`config.mk`:
```
export PLATFORM = sky130hd
export DESIGN_NAME = pcct_timer
export DESIGN_NICKNAME = d
export VERILOG_FILES = /design/src/design/pcct_pkg.sv /design/src/design/pcct_timer.sv
export VERILOG_INCLUDE_DIRS = /design/src /design/src/design
export SDC_FILE = /design/constraint.sdc
export NUM_CORES = 1
export LEC_CHECK = 0
export BUFFER_PORTS_ARGS = -buffer_cell sky130_fd_sc_hd__buf_2
export CORE_ASPECT_RATIO = 1.75
export CORE_MARGIN = 4
export CORE_UTILIZATION = 35
export CTS_BUF_LIST = sky130_fd_sc_hd__clkbuf_16
export CTS_CLUSTER_DIAMETER = 30
export DETAILED_ROUTE_END_ITERATION = 10
export SLEW_MARGIN = 20
export SYNTH_ARGS = -nofsm -noshare
export SYNTH_HDL_FRONTEND = slang
export SYNTH_SLANG_ARGS = --single-unit
```
`constraint.sdc`:
```
create_clock -name I_SYS_CLK -period 3.1 [get_ports I_SYS_CLK]
set_input_delay 0.155 -clock I_SYS_CLK [delete_from_list [all_inputs] [get_ports I_SYS_CLK]]
set_output_delay 0.155 -clock I_SYS_CLK [all_outputs]
set_load 0.01 [all_outputs]
```
`src/design/pcct_defines.svh`:
```
// constants for the card cycle timer: offsets, fields, resets, phase counts
// Notes on behaviour
// - setup, strobe and hold phases are timed by counting host bus clock periods.
// - phases match legacy timing but are always slightly longer than it.
// - address setup is 3 clocks on I/O, memory 2 or 4 by upper wait bit.
// - 8-bit I/O strobe is 19 clocks, 23 with wait bit, 7 with zero-wait.
// - 8-bit memory strobe is 19 at field 00, 7 with zero-wait, else 23.
// - 16-bit I/O strobe is 7 clocks, 11 with wait bit; zero-wait ignored.
// - 16-bit memory strobe is 9, 13, 17 clocks for wait field 00, 01, 10.
// - 16-bit memory strobe is 23 clocks at field 11, 5 at 00 with zero-wait.
// - address hold is 2 clocks on I/O, memory 2 or 3 by upper wait bit.
`ifndef PCCT_DEFINES_SVH
`define PCCT_DEFINES_SVH

// ----------------------------------------------------------------
// clock conversion
// ----------------------------------------------------------------
`define PCCT_HB_PERIOD_NS   30
`define PCCT_SYS_PERIOD_NS  4
// host period rounded up to system clocks: 8 x 4 ns = 32 ns >= 30 ns
`define PCCT_TICK_CYC       ((`PCCT_HB_PERIOD_NS + `PCCT_SYS_PERIOD_NS - 1) / `PCCT_SYS_PERIOD_NS)

// ----------------------------------------------------------------
// phase lengths in host bus clock periods
// ----------------------------------------------------------------
`define PCCT_SU_IO          5'h03
`define PCCT_SU_MEM_LO      5'h02
`define PCCT_SU_MEM_HI      5'h04
`define PCCT_S8_BASE        5'h13
`define PCCT_S8_WAIT        5'h17
`define PCCT_S8_ZW          5'h07
`define PCCT_S16_IO         5'h07
`define PCCT_S16_IO_WAIT    5'h0b
`define PCCT_S16_MEM_00     5'h09
`define PCCT_S16_MEM_01     5'h0d
`define PCCT_S16_MEM_10     5'h11
`define PCCT_S16_MEM_11     5'h17
`define PCCT_S16_MEM_ZW     5'h05
`define PCCT_HOLD_IO        5'h02
`define PCCT_HOLD_MEM_LO    5'h02
`define PCCT_HOLD_MEM_HI    5'h03
`define PCCT_TS_DEFAULT     2'h1

// ----------------------------------------------------------------
// register map
// ----------------------------------------------------------------
`define PCCT_OFF_CTRL       12'h000
`define PCCT_OFF_ADDR       12'h004
`define PCCT_OFF_STAT       12'h008
`define PCCT_CTRL_IO_BIT    0
`define PCCT_CTRL_W16_BIT   1
`define PCCT_CTRL_WS_LSB    2
`define PCCT_CTRL_ZWS_BIT   4
`define PCCT_CTRL_TS_LSB    5
`define PCCT_CTRL_GO_BIT    31
`define PCCT_STAT_BUSY_BIT  0
`define PCCT_STAT_PH_LSB    1
`define PCCT_STAT_DONE_BIT  8
`define PCCT_CTRL_RST       7'h20
`define PCCT_ADDR_RST       26'h0000000

`endif

```
`src/design/pcct_pkg.sv`:
```
// types shared by the card cycle timer
package pcct_pkg;

  typedef enum logic [3:0] {
    PCCT_IDLE   = 4'b0001,
    PCCT_SETUP  = 4'b0010,
    PCCT_STROBE = 4'b0100,
    PCCT_HOLD   = 4'b1000
  } pcct_phase_t;

  typedef struct packed {
    logic [1:0] ts;
    logic       zws;
    logic [1:0] ws;
    logic       wide16;
    logic       is_io;
  } pcct_cfg_t;

  typedef struct packed {
    logic        psel;
    logic        penable;
    logic        pwrite;
    logic [11:0] paddr;
    logic [31:0] pwdata;
  } pcct_apb_req_t;

  typedef struct packed {
    logic [31:0] prdata;
    logic        pready;
    logic        pslverr;
  } pcct_apb_rsp_t;

  typedef struct packed {
    logic [25:0] addr;
    logic        addr_en;
    logic        cmd_n;
    logic        is_io;
  } pcct_card_t;

  typedef struct packed {
    pcct_phase_t phase;
    pcct_cfg_t   cfg;
    pcct_cfg_t   cur;
    logic [25:0] addr;
    logic [25:0] cur_addr;
    logic [3:0]  presc;
    logic [4:0]  cnt;
    logic        done;
    logic [31:0] prdata;
    logic        pslverr;
  } pcct_state_t;

endpackage

```
`src/design/pcct_timer.sv`:
```
// card cycle timer: apb registers and setup / strobe / hold phase sequencer
`timescale 1ns/1ps
`include "pcct_defines.svh"

module pcct_timer (
  // clock and reset
  input  wire logic             I_SYS_CLK,
  input  wire logic             I_RESET_N,
  // apb slave
  input  wire pcct_pkg::pcct_apb_req_t I_APB,
  output      pcct_pkg::pcct_apb_rsp_t O_APB,
  // card side
  output      pcct_pkg::pcct_card_t    O_CARD,
  output      logic             O_BUSY
);
  import pcct_pkg::*;

  // ----------------------------------------------------------------
  // state
  // ----------------------------------------------------------------
  pcct_state_t s_q;
  pcct_state_t s_d;

  localparam logic [3:0] TICK_LAST = 4'(`PCCT_TICK_CYC - 1);

  // ----------------------------------------------------------------
  // phase length lookup
  // ----------------------------------------------------------------
  function automatic logic [4:0] setup_len(input pcct_cfg_t c);
    logic [4:0] n;
    n = `PCCT_SU_IO;
    if (c.is_io) begin
      n = `PCCT_SU_IO;
    end else if (c.ws[1]) begin
      n = `PCCT_SU_MEM_HI;
    end else begin
      n = `PCCT_SU_MEM_LO;
    end
    return n;
  endfunction

  // 8-bit strobe intervals
  function automatic logic [4:0] strobe8_len(input pcct_cfg_t c);
    logic [4:0] n;
    n = `PCCT_S8_BASE;
    if (c.is_io) begin
      // i/o cycles look at the single wait bit only
      if (c.ws[0]) begin
        n = `PCCT_S8_WAIT;
      end else if (c.zws) begin
        n = `PCCT_S8_ZW;
      end else begin
        n = `PCCT_S8_BASE;
      end
    end else begin
      if (c.ws != 2'h0) begin
        n = `PCCT_S8_WAIT;
      end else if (c.zws) begin
        n = `PCCT_S8_ZW;
      end else begin
        n = `PCCT_S8_BASE;
      end
    end
    return n;
  endfunction

  // 16-bit strobe intervals
  function automatic logic [4:0] strobe16_len(input pcct_cfg_t c);
    logic [4:0] n;
    n = `PCCT_S16_IO;
    if (c.is_io) begin
      // zero-wait has no meaning on 16-bit i/o
      n = c.ws[0] ? `PCCT_S16_IO_WAIT : `PCCT_S16_IO;
    end else begin
      case (c.ws)
        2'h0: begin
          n = c.zws ? `PCCT_S16_MEM_ZW : `PCCT_S16_MEM_00;
        end
        2'h1: begin
          n = `PCCT_S16_MEM_01;
        end
        2'h2: begin
          n = `PCCT_S16_MEM_10;
        end
        default: begin
          n = `PCCT_S16_MEM_11;
        end
      endcase
    end
    return n;
  endfunction

  function automatic logic [4:0] strobe_len(input pcct_cfg_t c);
    logic [4:0] n;
    n = c.wide16 ? strobe16_len(c) : strobe8_len(c);
    return n;
  endfunction

  function automatic logic [4:0] hold_len(input pcct_cfg_t c);
    logic [4:0] n;
    n = `PCCT_HOLD_IO;
    if (c.is_io) begin
      n = `PCCT_HOLD_IO;
    end else if (c.ws[1]) begin
      n = `PCCT_HOLD_MEM_HI;
    end else begin
      n = `PCCT_HOLD_MEM_LO;
    end
    return n;
  endfunction

  // ----------------------------------------------------------------
  // apb decode
  // ----------------------------------------------------------------
  logic apb_setup;
  logic apb_wr;
  logic hit_ctrl;
  logic hit_addr;
  logic hit_stat;
  logic go;
  logic tick;
  logic last;

  always_comb begin
    apb_setup = I_APB.psel & ~I_APB.penable;
    apb_wr    = I_APB.psel & I_APB.penable & I_APB.pwrite;
    hit_ctrl  = (I_APB.paddr == `PCCT_OFF_CTRL);
    hit_addr  = (I_APB.paddr == `PCCT_OFF_ADDR);
    hit_stat  = (I_APB.paddr == `PCCT_OFF_STAT);
    go        = apb_wr & hit_ctrl & I_APB.pwdata[`PCCT_CTRL_GO_BIT];
    // one host bus period elapses every TICK_CYC system clocks
    tick      = (s_q.presc == TICK_LAST);
    last      = tick & (s_q.cnt == 5'h01);
  end

  // ----------------------------------------------------------------
  // next state
  // ----------------------------------------------------------------
  always_comb begin
    s_d = s_q;

    // read data is latched in the setup cycle so prdata comes from a flop
    if (apb_setup) begin
      s_d.prdata  = 32'h0;
      s_d.pslverr = 1'b0;
      if (I_APB.pwrite) begin
        s_d.pslverr = ~(hit_ctrl | hit_addr | hit_stat);
      end else if (hit_ctrl) begin
        s_d.prdata[6:0] = s_q.cfg;
      end else if (hit_addr) begin
        s_d.prdata[25:0] = s_q.addr;
      end else if (hit_stat) begin
        s_d.prdata[`PCCT_STAT_BUSY_BIT] = (s_q.phase != PCCT_IDLE);
        s_d.prdata[`PCCT_STAT_PH_LSB +: 4] = s_q.phase;
        s_d.prdata[`PCCT_STAT_DONE_BIT] = s_q.done;
      end else begin
        s_d.pslverr = 1'b1;
      end
    end

    // register writes
    if (apb_wr & hit_ctrl) begin
      s_d.cfg = I_APB.pwdata[6:0];
    end
    if (apb_wr & hit_addr) begin
      s_d.addr = I_APB.pwdata[25:0];
    end
    // done is write-one-to-clear; the end of a cycle below overrides it
    if (apb_wr & hit_stat & I_APB.pwdata[`PCCT_STAT_DONE_BIT]) begin
      s_d.done = 1'b0;
    end

    // prescaler runs only while a cycle is in flight
    if (s_q.phase == PCCT_IDLE) begin
      s_d.presc = 4'h0;
    end else if (tick) begin
      s_d.presc = 4'h0;
    end else begin
      s_d.presc = s_q.presc + 4'h1;
    end

    // phase sequencer
    case (s_q.phase)
      PCCT_IDLE: begin
        // a start while busy is dropped; only idle accepts one
        if (go) begin
          s_d.cur      = I_APB.pwdata[6:0];
          s_d.cur_addr = s_q.addr;
          s_d.cnt      = setup_len(I_APB.pwdata[6:0]);
          s_d.phase    = PCCT_SETUP;
        end
      end
      PCCT_SETUP: begin
        if (last) begin
          s_d.cnt   = strobe_len(s_q.cur);
          s_d.phase = PCCT_STROBE;
        end else if (tick) begin
          s_d.cnt = s_q.cnt - 5'h01;
        end
      end
      PCCT_STROBE: begin
        if (last) begin
          s_d.cnt   = hold_len(s_q.cur);
          s_d.phase = PCCT_HOLD;
        end else if (tick) begin
          s_d.cnt = s_q.cnt - 5'h01;
        end
      end
      PCCT_HOLD: begin
        if (last) begin
          s_d.cnt   = 5'h00;
          s_d.phase = PCCT_IDLE;
          s_d.done  = 1'b1;
        end else if (tick) begin
          s_d.cnt = s_q.cnt - 5'h01;
        end
      end
      default: begin
        s_d.phase = PCCT_IDLE;
        s_d.cnt   = 5'h00;
      end
    endcase
  end

  // ----------------------------------------------------------------
  // registers
  // ----------------------------------------------------------------
  always_ff @(posedge I_SYS_CLK or negedge I_RESET_N) begin
    if (!I_RESET_N) begin
      s_q.phase    <= PCCT_IDLE;
      s_q.cfg      <= `PCCT_CTRL_RST;
      s_q.cur      <= `PCCT_CTRL_RST;
      s_q.addr     <= `PCCT_ADDR_RST;
      s_q.cur_addr <= `PCCT_ADDR_RST;
      s_q.presc    <= 4'h0;
      s_q.cnt      <= 5'h00;
      s_q.done     <= 1'b0;
      s_q.prdata   <= 32'h0;
      s_q.pslverr  <= 1'b0;
    end else begin
      s_q <= s_d;
    end
  end

  // ----------------------------------------------------------------
  // outputs
  // ----------------------------------------------------------------
  always_comb begin
    O_APB.prdata  = s_q.prdata;
    O_APB.pready  = 1'b1;
    O_APB.pslverr = s_q.pslverr;
    O_CARD.addr   = s_q.cur_addr;
    // address stays driven through setup, strobe and hold
    O_CARD.addr_en = (s_q.phase != PCCT_IDLE);
    O_CARD.cmd_n   = (s_q.phase != PCCT_STROBE);
    O_CARD.is_io   = s_q.cur.is_io;
    O_BUSY         = (s_q.phase != PCCT_IDLE);
  end

endmodule // pcct_timer

```
==> results by stage <==
Status:
- The flow ran to the end, and the final reports show no timing, DRC or antenna violations.

CTS:
- Once the clock tree was built, the setup fixing pass inserted 0 buffers.
- TritonCTS built the clock tree.
- TritonCTS created 9 clock buffers.
- The number of gates resized after CTS was 0.
- The maximum number of buffers from clock root to sink is 2.
- Counting every sink on the clock net gives 105.
- The clock tree synthesis step divided the H-tree into 3 levels.
- The later-pin clock latency in the skew report is 0.34 ns.
- The clock transition at the register clock pins on the worst setup and hold paths after CTS is 0.07 ns.
- Clock tree synthesis selected as its root buffer the cell clkbuf_16.
- The number of buffers inserted by hold repair at cts is 1.

Global route:
- The maximum number of pins on one net before global-route repair is 61.
- The global routing stage identified its most utilized layer as met2.
- The initial antenna violation count is 1.
- Global routing consumed, on the met3 layer, 3.21% of the routing resources.
- For met1 alone, demand over resource in global routing was 15.1%.
- The first global-routing pass estimated 18,200 um of wire.
- The via count of the first global-routing pass is 3,448.
- Summed over all layers, the global routing overflow is 0.
- The met2 usage is 25.8%.
- The global-route usage over all layers is 13.9%.

Placed design:
- Summed over all nets, the half-perimeter wirelength after detailed placement is 8300 um.
- Once placement completed, the tool counted placed cells totaling 628.
- The count of buffers added on input and output ports is 100.
- At the end of routability-driven placement, the weighted congestion stood at 0.828.
- The pre-CTS worst setup slack is 0.731 ns.

Setup path:
- STA classifies the critical path startpoint as a flip-flop.
- The slowest stage of the critical path is the or4b_2 cell.
- Among the stages of the critical path, the cell type that occurs most often is a21oi_1.
- The arrival time of the worst setup path is 2.56 ns.
- The worst reg2reg path startpoint is s_q[35].
- For the worst flop-to-flop path, the logic depth is 7.
- The critical path goes through inv_1 > ha_1 > or4b_2 > nor2_1 > o21ai_0 > a21oi_1 > a21oi_1.
- In this run the critical register-to-register path is captured at s_q[37].
- The largest incremental delay on the critical path is 0.67 ns.
- The worst setup path is captured at a flip-flop.
- Setup slack on the worst reg-to-reg path comes out at 0.77 ns.
- At the worst endpoint, the required time is 3.32 ns.
- The startpoint-to-endpoint class of the critical path is reg -> reg.
- Along the worst path, the maximum fanout reaches 6.

Run:
- The max capacitance violation total is 0.

Timing:
- The final critical-path required period is 2.33 ns.
- The number of hold-slack violations in the final timing report is 0.
- The setup total negative slack is 0 ns.
- The clock skew after layout is 0.00827 ns.
- For the pin with the worst max-slew slack, the measured transition is 0.783 ns.
- Setup repair after global routing left no endpoint under its margin.
- For this run, the top clock speed supported by timing is 0.428 GHz.
- Setup violations remaining at the end of the flow were counted as 0.
- The final clock period utilization by the worst path is 75.3%.
- Headroom to the max-slew limit came out at 47.8%.
- The setup slack of the critical path after layout is 0.766 ns.
- The number of pins exceeding their max-slew limit in the final report was 0.

Die:
- The die is 168 um tall.
- The die covers 0.0166 mm2.
- The I/O pin count is 113.
- The floorplan has 58 rows.
- Once the floorplan was initialized, standard cells occupied 35.6% of the core.
- The core footprint is 0.0143 mm2.
- The die width is 99.2 um.

Logic synthesis:
- The yosys synthesis warning count is 0.
- In the synthesized netlist, the number of instances is 413.
- The synthesized netlist contains 48 unique library cells.
- Each instance of the synthesized netlist takes up on average 12.3 um2.
- The most repeated cell in the gate-level netlist after synthesis is dfrtp_1.
- The share of synthesized area in the top cell type comes to 50.6%.
- Of all cell types, the one taking the most synthesized area is dfrtp_1.
- The proportion of synthesized flip-flops having asynchronous set or reset is 100%.
- The cell area that synthesis handed to floorplanning was 0.00510 mm2.
- For this run, the leading register cell type out of synthesis is dfrtp_1.
- The fraction of the yosys area taken by sequential cells is 51.6%.
- The number of storage elements in the synthesis netlist is 105.
- Ranked by total cell area, the synthesized netlist is headed by dfrtp_1 51%, buf_4 9.1%, mux2_2 8.0%.
- The count of flip-flops with a built-in enable after synthesis is 0.
- Sorting the synthesized cells by how often they occur yields 103 x dfrtp_1, 62 x buf_4, 36 x mux2_2.

Hold path:
- Counting instances, the worst hold path has a depth of 2.
- The path class of the tightest hold or removal check is in -> reg.
- The worst min-delay path startpoint is I_APB[21].
- The path with the worst hold slack has its endpoint at s_q[90].

Detailed routing:
- For this block, the initial DRC count from the detailed router was 140.
- The post-detailed-route DRC marker count is 0.
- The final route contains 3,206 vias.
- The final antenna-violating net count is 0.
- The number of detailed-routing iterations run before antenna repair is 4.
- After detailed routing, the number of vias per cell comes to 4.96.
- For this block, the routed nets add up to 11,300 um of wire.
- The wire length per cell after detailed routing is 17.5 um.

Final layout:
- The post-route netlist has 41.9% of its cells at a drive strength greater than 1.
- After the last flow step, the layout net total stands at 512.
- The number of cells in the finished layout apart from fillers is 646.
- The number of fillers in the final layout is 1,381.
- From synthesis to final layout, the design area changed by 11.6%.

Pwr:
- Summed over all cells, the static leakage comes to 3.02 nW.
- Dividing total power by cell area gives a power density of 471 mW/mm2.
- IR analysis of the VDD net gives a maximum drop of 267 uV.
routing by layer:
metal | part of all wire (%) | vias to the layer above
met4 | 1.7 | 0
met2 | 57 | 62
li1 | - | 1485
met5 | 0 | -
met3 | 3.7 | 13
met1 | 38 | 1646
cell type report:
type | instances | area, um2 | share of cell area (%)
Timing Repair Buffer | 110 | 593 | 10.4
Inverter | 6 | 22.5 | 0.396
Clock inverter | 7 | 91.3 | 1.61
Clock buffer | 9 | 225 | 3.96
Antenna cell | 1 | 2.50 | 0.0440
Multi-Input combinational cell | 228 | 1900 | 33.4
Tap cell | 180 | 225 | 3.96
Sequential cell | 105 | 2630 | 46.2
worst max-delay path by stage:
stage,start,to,cells past startpoint
finish,s_q[35],s_q[37],7
global route,s_q[35],s_q[36],8
CTS,s_q[35],s_q[37],7
detailed placement,I_APB[39],O_CARD[21],7
global placement,I_APB[39],O_CARD[19],7
floorplan,s_q[35],s_q[36],8
per-stage QoR:
stage	cell area [um2]	total power [mW]	hold slack [ns]	util (%)
final	5690	2.68	0.0403	39.8
after global routing	5690	2.79	0.0308	39.8
after detailed placement	5360	1.50	0.283	37.5
after floorplan	5110	1.43	-0.141	-
after global placement	5360	1.49	0.265	37.5
after CTS	5690	2.72	0.0309	39.8
critical path: cells and delay by family, from the launching register on:
family / cells / cell delay [ns]
buffers and inverters: 1 / 0.09
flip-flops: 1 / 0.42
AND/OR/NAND/NOR: 2 / 1.03
adder cells (fa/ha/maj): 1 / 0.21
AO/OA/AOI/OAI: 3 / 0.47
state kept, by name, summed over array words and instances (netlist names):
signal  count
O_APB      27
s_q        51
O_CARD     27
power breakdown:
group          leakage, nW  switching, mW  internal (mW)
clock                0.158          0.502          0.708
sequential            1.46        0.00130           1.37
combinational         1.41         0.0638         0.0314
total                 3.02          0.567           2.11
layout by cell type (no fill, tap or decap), types with 8 or more instances in the layout:
cell type	count
a21oi_1	8
a22o_1	27
buf_2	99
buf_4	9
clkbuf_16	9
dfrtp_1	103
mux2_2	36
mux2_4	27
mux2i_1	9
nand2_1	18
nor2_1	13
nor3_1	8
o21ai_0	15
logic make-up after synthesis:
group           share of synthesized area (%)
simple gates                             8.27
mux                                      17.9
other cells                             0.147
xor+xnor                                0.344
fa+ha+maj                               0.737
buf+inv                                  11.5
flops                                    51.6
compound gates                           9.50
(Power assumes the default switching activity.)
